`src/pbs_defs.svh`:
```
// Purpose: offsets, field positions, reset values of the power budget and status bank
// Assumes: byte addresses on a 12-bit Wishbone address
// Notes:   included by bare name
`ifndef PBS_DEFS_SVH
`define PBS_DEFS_SVH

// ----------------------------------------------------------------
// register offsets
// ----------------------------------------------------------------
`define PBS_OFF_SELECT      12'h284
`define PBS_OFF_READ_PORT   12'h288
`define PBS_OFF_CAPABILITY  12'h28C
`define PBS_OFF_DATA_VALUE  12'h300
`define PBS_OFF_STATUS      12'h400
`define PBS_OFF_CONTROL     12'h404

// ----------------------------------------------------------------
// field positions
// ----------------------------------------------------------------
`define PBS_BIT_SYS_ALLOC   0
`define PBS_BIT_LOCK_WE     3
`define PBS_BIT_DV_UNLOCK   4
`define PBS_NUM_WORDS       8

// ----------------------------------------------------------------
// reset values
// ----------------------------------------------------------------
`define PBS_RST_SPEC_MODE   2'h1
`define PBS_RST_MARKER      4'h0
`define PBS_RST_SELECT      8'h00

`endif

```
`src/pbs_pkg.sv`:
```
// Purpose: state types and helpers of the power budget and status bank
// Assumes: nothing beyond the defs header
// Notes:   one packed struct each for the pbs_regs and pbs_store state; pbs_sync declares its own
package pbs_pkg;

    typedef struct packed {
        logic        ack;
        logic [31:0] rdata;
        logic        sys_alloc;
        logic [7:0]  data_value_select;
        logic [2:0]  mode;
        logic [4:0]  straps;
        logic [1:0]  base_spec_mode;
        logic [2:0]  upstream_lock_state;
        logic [3:0]  marker;
        logic        lockable_write_enable;
        logic        data_value_unlock;
    } pbs_top_t;

    typedef struct packed {
        logic [7:0][31:0] budget_word;
    } pbs_store_t;

    // byte-lane merge for Wishbone sel
    function automatic logic [31:0] pbs_merge(input logic [31:0] old_v,
                                             input logic [31:0] new_v,
                                             input logic [3:0]  sel);
        logic [31:0] r;
        r = old_v;
        for (int i = 0; i < 4; i++) begin
            if (sel[i]) begin
                r[i*8 +: 8] = new_v[i*8 +: 8];
            end
        end
        return r;
    endfunction : pbs_merge

endpackage : pbs_pkg

```
`src/pbs_store_if.sv`:
```
// Purpose: write port and word view between bank and budget store
// Assumes: single clock
// Notes:   words are visible all at once for the read muxes
`timescale 1ns/1ps
interface pbs_store_if;
    logic             we;
    logic [2:0]       idx;
    logic [31:0]      wdata;
    logic [3:0]       wsel;
    logic [7:0][31:0] word;

    modport bank  (output we, idx, wdata, wsel, input word);
    modport store (input we, idx, wdata, wsel, output word);
endinterface : pbs_store_if

```
`src/pbs_sync.sv`:
```
// Purpose: two-flop synchroniser for pin levels
// Assumes: slow static pins
// Notes:   only the second stage is visible
`timescale 1ns/1ps
module pbs_sync #(
    parameter int W = 1
) (
    // clock
    input  wire logic         clk_i,
    // level in and out
    input  wire logic [W-1:0] d_i,
    output logic      [W-1:0] q_o
);
    typedef struct packed {
        logic [W-1:0] s1;
        logic [W-1:0] s2;
    } pbs_sync_t;

    pbs_sync_t q;
    pbs_sync_t next_q;

    always_comb begin
        next_q.s1 = d_i;
        next_q.s2 = q.s1;
    end

    always_ff @(posedge clk_i) begin
        q <= next_q;
    end

    assign q_o = q.s2;
endmodule : pbs_sync

```
`src/pbs_store.sv`:
```
// Purpose: eight sticky budget words
// Assumes: writes gated upstream by the unlock bit
// Notes:   no reset at all; contents undefined until written
`timescale 1ns/1ps
module pbs_store
    import pbs_pkg::*;
(
    // clock
    input  wire logic clk_i,
    // bank side
    pbs_store_if.store st
);
    pbs_store_t q;
    pbs_store_t next_q;

    always_comb begin
        next_q = q;
        if (st.we) begin
            next_q.budget_word[st.idx] = pbs_merge(q.budget_word[st.idx], st.wdata, st.wsel);
        end
    end

    // no reset: hot and fundamental resets both leave contents alone
    always_ff @(posedge clk_i) begin
        q <= next_q;
    end

    assign st.word = q.budget_word;
endmodule : pbs_store

```
`src/pbs_regs.sv`:
```
// Purpose: power budget tail and switch status register bank on classic Wishbone
// Assumes: rst_i is the fundamental reset, synchronous to clk_i; hot_rst_i is same-domain
// Notes:   ack one cycle after request; write takes effect on the ack edge
//
// Notes on behaviour
// - capability bit 0 flags power already in system budget, lockable
// - eight sticky 32-bit budget words at 0x300, kept through both resets, undefined until written
// - budget words written only while data value unlock set, else ignored
// - status bits 2:0 follow mode pins; 0 normal, 1 EEPROM init
// - status bits 5..9 capture five straps during fundamental reset
// - base spec mode bits 11:10 lockable; code 1 compliant
// - status bits 22:20 report upstream lock state, read-only
// - marker bits 31:28 sticky rw, cleared only by fundamental reset
// - data value unlock is control bit 4 at 0x404, all ports
// - lockable fields writable only while control bit 3 set
// - read port returns selected word, zero when select above 7
`timescale 1ns/1ps
`include "pbs_defs.svh"
module pbs_regs
    import pbs_pkg::*;
(
    // clock and resets
    input  wire logic        clk_i,
    input  wire logic        rst_i,
    input  wire logic        hot_rst_i,
    // wishbone slave
    input  wire logic [11:0] wb_adr_i,
    input  wire logic [31:0] wb_dat_i,
    input  wire logic [3:0]  wb_sel_i,
    input  wire logic        wb_we_i,
    input  wire logic        wb_cyc_i,
    input  wire logic        wb_stb_i,
    output logic      [31:0] wb_dat_o,
    output logic             wb_ack_o,
    // pins and straps
    input  wire logic [2:0]  operating_mode_pins_i,
    input  wire logic        downstream_common_clock_strap_i,
    input  wire logic        upstream_common_clock_strap_i,
    input  wire logic        master_serial_slow_strap_i,
    input  wire logic        refclock_mode_strap_i,
    input  wire logic        halt_after_reset_strap_i,
    // switch core
    input  wire logic [2:0]  upstream_lock_state_i,
    output logic             system_allocated_flag_o,
    output logic             data_value_unlock_o,
    output logic             lockable_write_enable_o
);

    // ----------------------------------------------------------------
    // pin synchronisers
    // ----------------------------------------------------------------
    logic [7:0] pins_raw;
    logic [7:0] pins_s;

    assign pins_raw = {halt_after_reset_strap_i, refclock_mode_strap_i,
                       master_serial_slow_strap_i, upstream_common_clock_strap_i,
                       downstream_common_clock_strap_i, operating_mode_pins_i};

    pbs_sync #(.W(8)) u_sync (
        .clk_i (clk_i),
        .d_i   (pins_raw),
        .q_o   (pins_s)
    );

    // ----------------------------------------------------------------
    // budget word store
    // ----------------------------------------------------------------
    pbs_store_if st ();

    pbs_store u_store (
        .clk_i (clk_i),
        .st    (st)
    );

    // ----------------------------------------------------------------
    // address decode
    // ----------------------------------------------------------------
    pbs_top_t q;
    pbs_top_t next_q;

    logic        req;
    logic        wr;
    logic        hit_sel;
    logic        hit_port;
    logic        hit_cap;
    logic        hit_dv;
    logic        hit_sts;
    logic        hit_ctl;
    logic [31:0] rd_word;
    logic [31:0] status_word;
    logic [31:0] port_word;

    assign req      = wb_cyc_i & wb_stb_i;
    assign wr       = req & q.ack & wb_we_i;
    assign hit_sel  = wb_adr_i[11:2] == 10'(`PBS_OFF_SELECT >> 2);
    assign hit_port = wb_adr_i[11:2] == 10'(`PBS_OFF_READ_PORT >> 2);
    assign hit_cap  = wb_adr_i[11:2] == 10'(`PBS_OFF_CAPABILITY >> 2);
    assign hit_dv   = wb_adr_i[11:5] == 7'(`PBS_OFF_DATA_VALUE >> 5);
    assign hit_sts  = wb_adr_i[11:2] == 10'(`PBS_OFF_STATUS >> 2);
    assign hit_ctl  = wb_adr_i[11:2] == 10'(`PBS_OFF_CONTROL >> 2);

    assign status_word = {q.marker, 5'h00, q.upstream_lock_state, 8'h00,
                          q.base_spec_mode, q.straps, 2'h0, q.mode};

    assign port_word = (q.data_value_select < 8'(`PBS_NUM_WORDS))
                     ? st.word[q.data_value_select[2:0]] : 32'h0000_0000;

    // ----------------------------------------------------------------
    // read mux
    // ----------------------------------------------------------------
    always_comb begin
        rd_word = 32'h0000_0000;
        if (hit_cap) begin
            rd_word[`PBS_BIT_SYS_ALLOC] = q.sys_alloc;
        end else if (hit_sel) begin
            rd_word[7:0] = q.data_value_select;
        end else if (hit_port) begin
            rd_word = port_word;
        end else if (hit_dv) begin
            rd_word = st.word[wb_adr_i[4:2]];
        end else if (hit_sts) begin
            rd_word = status_word;
        end else if (hit_ctl) begin
            rd_word[`PBS_BIT_LOCK_WE]  = q.lockable_write_enable;
            rd_word[`PBS_BIT_DV_UNLOCK] = q.data_value_unlock;
        end
    end

    // ----------------------------------------------------------------
    // store write port
    // ----------------------------------------------------------------
    // gated by unlock
    assign st.we    = wr & hit_dv & q.data_value_unlock;
    assign st.idx   = wb_adr_i[4:2];
    assign st.wdata = wb_dat_i;
    assign st.wsel  = wb_sel_i;

    // ----------------------------------------------------------------
    // next state
    // ----------------------------------------------------------------
    always_comb begin
        next_q = q;

        // ack for one cycle; read data latched with it
        next_q.ack = req & ~q.ack;
        if (req & ~q.ack) begin
            next_q.rdata = rd_word;
        end

        next_q.mode = pins_s[2:0];

        next_q.upstream_lock_state = upstream_lock_state_i;

        if (rst_i) begin
            next_q.straps = pins_s[7:3];
        end

        if (wr) begin
            if (hit_cap && q.lockable_write_enable && wb_sel_i[0]) begin
                next_q.sys_alloc = wb_dat_i[`PBS_BIT_SYS_ALLOC];
            end
            if (hit_sel && wb_sel_i[0]) begin
                next_q.data_value_select = wb_dat_i[7:0];
            end
            if (hit_sts && q.lockable_write_enable && wb_sel_i[1]) begin
                next_q.base_spec_mode = wb_dat_i[11:10];
            end
            if (hit_sts && wb_sel_i[3]) begin
                next_q.marker = wb_dat_i[31:28];
            end
            if (hit_ctl && wb_sel_i[0]) begin
                next_q.lockable_write_enable = wb_dat_i[`PBS_BIT_LOCK_WE];
                if (q.lockable_write_enable) begin
                    next_q.data_value_unlock = wb_dat_i[`PBS_BIT_DV_UNLOCK];
                end
            end
        end

        // hot reset spares sticky fields: marker, unlock bits, words
        if (hot_rst_i) begin
            next_q.sys_alloc         = 1'b0;
            next_q.data_value_select = `PBS_RST_SELECT;
        end

        if (rst_i) begin
            next_q.ack                   = 1'b0;
            next_q.rdata                 = 32'h0000_0000;
            next_q.sys_alloc             = 1'b0;
            next_q.data_value_select     = `PBS_RST_SELECT;
            next_q.base_spec_mode        = `PBS_RST_SPEC_MODE;
            next_q.marker                = `PBS_RST_MARKER;
            next_q.lockable_write_enable = 1'b0;
            next_q.data_value_unlock     = 1'b0;
        end
    end

    always_ff @(posedge clk_i) begin
        q <= next_q;
    end

    // ----------------------------------------------------------------
    // outputs
    // ----------------------------------------------------------------
    assign wb_ack_o                = q.ack;
    assign wb_dat_o                = q.rdata;
    assign system_allocated_flag_o = q.sys_alloc;
    assign data_value_unlock_o     = q.data_value_unlock;
    assign lockable_write_enable_o = q.lockable_write_enable;
endmodule : pbs_regs

```
`config.mk`:
```
export PLATFORM = sky130hd
export DESIGN_NAME = pbs_regs
export DESIGN_NICKNAME = d
export VERILOG_FILES = /design/src/pbs_pkg.sv /design/src/pbs_store_if.sv /design/src/pbs_sync.sv /design/src/pbs_store.sv /design/src/pbs_regs.sv
export VERILOG_INCLUDE_DIRS = /design/src /design/src/src
export SDC_FILE = /design/constraint.sdc
export NUM_CORES = 1
export LEC_CHECK = 0
export ABC_AREA = 1
export BUFFER_PORTS_ARGS = -buffer_cell sky130_fd_sc_hd__buf_2
export CAP_MARGIN = 10
export CORE_MARGIN = 2
export CORE_UTILIZATION = 34
export CTS_BUF_LIST = sky130_fd_sc_hd__clkbuf_8
export CTS_CLUSTER_SIZE = 16
export DETAILED_ROUTE_END_ITERATION = 10
export PLACE_DENSITY = 0.58
export SLEW_MARGIN = 20
export SYNTH_ARGS = -nofsm -noshare
export SYNTH_HDL_FRONTEND = slang
export SYNTH_SLANG_ARGS = --single-unit
export TNS_END_PERCENT = 1
```
`constraint.sdc`:
```
create_clock -name clk_i -period 4.6 [get_ports clk_i]
set_input_delay 0.92 -clock clk_i [delete_from_list [all_inputs] [get_ports clk_i]]
set_output_delay 0.92 -clock clk_i [all_outputs]
set_load 0.1 [all_outputs]
```
# Word level (Yosys, flattened, before mapping)
# Cells that the tools add are included.
# totals
reg_bits	333
latch_bits	0
mem_bits_rw	0
romBits	0
input_bits	65
out_inout_bits	36
elab_cells	79
n_memories	0
# op_classes
add_sub_neg	0
n_mul	0
div_mod_pow	0
n_lt_le_gt_ge	4
eq_ne	6
n_shift	0
n_mux	26
n_bitwise	7
reduce_logical	15
# ops
cell	count
$bwmux W256	1
$bmux W32 S3	2
$mux W32	6
$demux W32 S3	1
$mux W8	9
$mux W31	1
$eq A10 B8 Y1 const B	3
$mux W27	1
$mux W24	1
$eq A10 B9 Y1 const B	2
$reduce_and A2 Y1	5
$logic_and A1 B1 Y1	8
$lt A3 B4 Y1 const B	2
$lt A8 B4 Y1 const B	1
$eq A7 B5 Y1 const B	1
$and A1 B1 Y1	6
$mux W2	2
$ge A3 B1 Y1 const B	1
$mux W3	1
$reduce_and A3 Y1	1
$reduce_or A2 Y1	1
$mux W1	1
$not A1 Y1	1

# Depth between registers and ports, before layout
# logic_depth
word_depth	7
depth_mapped	13
mapped_depth_nobuf	11

# Cells and area by module
# Synthesis repeated with hierarchy kept, for this count alone.
# hier_totals
cells_unflattened	2425
area_unflattened_um2	18547.8
# by_module_without_submodules
mod	instances	cells_per_inst	area_per_inst_um2	seq_area_each_um2
pbs_store	1	1039	10924.2	7687.4
pbs_regs	1	1370	7303.3	1271.2
pbs_sync	1	16	320.3	320.3

# Worst setup path after synthesis
# No wires, ideal clock.
# synth_timing
path_kind	input-to-reg
start	input wb_adr_i[6]
end	register u_store.q (netlist bit u_store.st.word[128]), enable pin
setup_ns	0.461
t_arrival_ns	4.108
t_required_ns	4.139
slack_ns	0.031
path_stages	7
path_buffers	0
cell_sequence	inv_1 -> nand3_1 -> nor3_1 -> inv_1 -> nor3_1 -> nand2_1 -> nor3_1
# synth_via
elab_chain_cells	3
# synth_lines
element	line_no	rtl
start, declared	pbs_regs.sv:27	input wire logic [11:0] wb_adr_i,
$eq A7 B5 Y1	pbs_regs.sv:98	assign hit_dv = wb_adr_i[11:5] == 7'(`PBS_OFF_DATA_VALUE >> 5);
$and A1 B1 Y1 (2 in a row)	pbs_regs.sv:133	assign st.we = wr & hit_dv & q.data_value_unlock;
end signal, assigned	pbs_store.sv:25	q <= next_q;
end, declared	pbs_store.sv:13	pbs_store_t q;
# Every way passes these cells.
# A chain may end at the register's enable or synchronous reset.

# Worst setup path after layout
# layout_timing
start	register q[26] in the netlist's numbering
end	register q (netlist bit wb_dat_o[4])
# layout_via
elab_chain_cells	5
# layout_lines
element	line_no	rtl
start, declared	pbs_regs.sv:78	pbs_top_t q;
start signal, assigned	pbs_regs.sv:198	q <= next_q;
$lt A8 B4 Y1	pbs_regs.sv:105	assign port_word = (q.data_value_select < 8'(`PBS_NUM_WORDS))
$mux W32	pbs_regs.sv:105	
$mux W32	pbs_regs.sv:117	end else if (hit_port) begin
$mux W8	pbs_regs.sv:115	end else if (hit_sel) begin
$mux W31	pbs_regs.sv:113	if (hit_cap) begin
# Every way passes these cells.

==> metrics.cfg <==
[sta]
clock_skew_ps = 24.2
clock.fmax_mhz = 318
post-route-period-util_pct = 68.3
fin_crit_ps = 3140
rsz0062_at_grt = no
setup_violations = 0
drv_slew = 0
tns_ps = 0
tightestPinTransition_ps = 1160
slew_headroom_pct = 21.9
finalHoldViolCount = 0

[final_layout]
layout.nets = 1947
n_fill_cell = 4592
syn_to_final_growth_pct = 12.9
drive_gt1_share_pct = 12.3

[global_routing]
grt.total_usage_pct = 20.7
overflow = 0
grt_pass1_vias = 13400
grt_antenna_before_repair = 2
grt_start_max_net_pins = 97
grt_pass1_wl_um = 78100

[floorplanning]
core_mm2 = 0.0466
die_h_um = 221
die_area_mm2 = 0.0488
pin_count = 101
rows = 79
die_width_um = 221
start_util_pct = 34.4

[logic_synthesis]
synth.yosys.seq_area_share_pct = 58.0
synth_warnings = 0
async_flop_share_pct = 0
netlist_top_cells_area = edfxtp_1 (49%), nand2_1 (11%), dfxtp_1 (9.0%)
syn_area_per_cell_um2 = 8.76
synth_most_common_cell = nand2_1
synth.top_cell.area_share_pct = 49.0
yosysTopAreaCell = edfxtp_1
synth.distinct_cells = 32
syn_nets = 1892
yosys_register_bits = 333
syn_area_mm2 = 0.0160
netlist_instances = 1827
synth_common_cells = nand2_1 (457), edfxtp_1 (261), o21ai_0 (175)
synth-edff-count = 261
yosys_most_used_dff = edfxtp_1

[route]
drcViolationCount = 0
drt_iter0_drc = 1462
wirelength_um = 51400
wl_per_cell_um = 20.2
detail-route-antenna-nets = 0
first_pass_iters = 5
num_vias = 13600
via_per_inst = 5.34

[worst_setup_path]
critPathKind = flop to flop
path_max_fanout = 23
path_buf_inv = 2
worstSetupEndpointType = flop
reg2reg_depth = 9
arrival_ps = 3660
start_kind = flop
critPathMaxStageDelay_ps = 1020
required_ps = 5110
timing.rr.end = wb_dat_o[4]
crit_family = simple AND/OR/NAND/NOR gates
path_cells = nor2_1 -> nand3_1 -> clkinv_1 -> nand2_1 -> clkinv_1 -> a21oi_1 -> nand2_1 -> nand2_1 -> a21oi_1
cpMostUsedCell = nand2_1
r2r_slack_ps = 1460
cpMaxStageDelayCell = clkinv_1
reg2reg_from = q[26]

[min_path]
min_path_cells = 0
worstHoldStart = u_sync.next_q[4]
worstHoldEndpoint = u_sync.q_o[4]
hold_path.class = flop to flop

[outcome]
status = finished clean

[power_and_ir_drop]
power.density_mw_per_mm2 = 346
ir_drop_v = 0.000215
leakage_nw = 7.17
p_total_mw = 6.26

[clock_tree]
htreeDepth = 2
post_cts_resized = 0
cts_tree = yes
ctsHoldBuffers = 0
cts_sinks = 333
cts-root-buf = clkbuf_8
path_clk_slew_ps = 60
cts_setup_buffers = 0
clockBufferDepth = 3
cts_buffers = 57
insertion_delay_ps = 660

[placed_design]
dpl.hpwl_um = 30100
gp_congestion = 0.809
port_buffers = 98

[run]
maxCapViolations = 0

==> cells by family after synthesis <==
kind of cell / synth area share (%)
buffers and inverters: 8.40
AOI/OAI and AO/OA: 12.7
DFF: 58.0
and+or+nand+nor: 20.9
==> final cells by class <==
| class | instances | area, µm² | share of cell area [%] |
|---|---|---|---|
| sequential | 333 | 9280 | 51.4 |
| inverter | 175 | 661 | 3.65 |
| multi-input combinational | 1182 | 5440 | 30.1 |
| antenna | 2 | 5.00 | 0.0277 |
| timing repair buffer | 133 | 816 | 4.51 |
| clock buffer | 63 | 867 | 4.80 |
| clock inverter | 45 | 244 | 1.35 |
| tap | 607 | 759 | 4.20 |
==> placed cells by master (no fill, tap or decap), types with 4 or more instances in the layout <==
| cell | n |
|---|---|
| nor2_1 | 157 |
| inv_2 | 8 |
| nand4_1 | 40 |
| o21ai_0 | 175 |
| edfxtp_1 | 261 |
| o21ai_1 | 22 |
| nor3_1 | 6 |
| nand3b_1 | 4 |
| nor3_2 | 7 |
| nand2_1 | 457 |
| a211oi_1 | 9 |
| a21oi_1 | 114 |
| o211ai_1 | 18 |
| clkinv_1 | 24 |
| clkinv_2 | 9 |
| clkbuf_8 | 63 |
| buf_12 | 5 |
| buf_2 | 98 |
| o22ai_1 | 10 |
| a31oi_1 | 8 |
| inv_1 | 174 |
| buf_4 | 30 |
| dfxtp_1 | 70 |
| a22oi_1 | 18 |
| nor2_4 | 7 |
| nand3_1 | 124 |
==> flip-flops by register name (all words and copies together) (netlist names) <==
register and count:
wb_ack_o 1, system_allocated_flag_o 1, u_sync.q_o 8, u_sync.next_q 8, u_store.st.word 256, q 25
data_value_unlock_o 1, wb_dat_o 32, lockable_write_enable_o 1
==> where the power goes <==
| part | switching, mW | internal [mW] | total (mW) |
|---|---|---|---|
| Combinational | 0.258 | 0.0842 | 0.343 |
| Clock | 1.25 | 1.37 | 2.63 |
| Sequential | 0.00420 | 3.28 | 3.29 |
| Total | 1.52 | 4.74 | 6.26 |
==> through the flow <==
stage / hold slack, ps / instances / utilization, % / worst slack [ps] / area [µm²]
CTS: 321 / 2538 / 38.8 / 1500 / 18100
detailed placement: 314 / 2430 / 36.4 / 924 / 17000
global route: 331 / 2540 / 38.8 / 1220 / 18100
global placement: 316 / 2430 / 36.4 / 966 / 17000
floorplan: 310 / 1827 / - / 31.4 / 16000
finish: 323 / 2540 / 38.8 / 1460 / 18100
==> worst max path at each step <==
stage                           start                   end  slack (ps)  cells past startpoint
after global placement    wb_adr_i[3]           wb_dat_o[2]         970                     12
after floorplan           wb_adr_i[6]  u_store.st.word[128]          30                      7
after global routing            q[19]          wb_dat_o[17]        1220                      8
final                           q[26]           wb_dat_o[4]        1460                      9
after CTS                       q[19]          wb_dat_o[16]        1500                     10
after detailed placement  wb_adr_i[3]           wb_dat_o[7]         920                     10
==> metal layers <==
layer	track usage (%)	vias up	part of all wire, %
met5	0	-	0
met4	9.24	0	3.3
met3	4.49	151	9.2
met2	32.4	702	45
met1	27.5	6417	42
li1	-	6286	-
No activity file was read; power rests on OpenSTA's default activity.
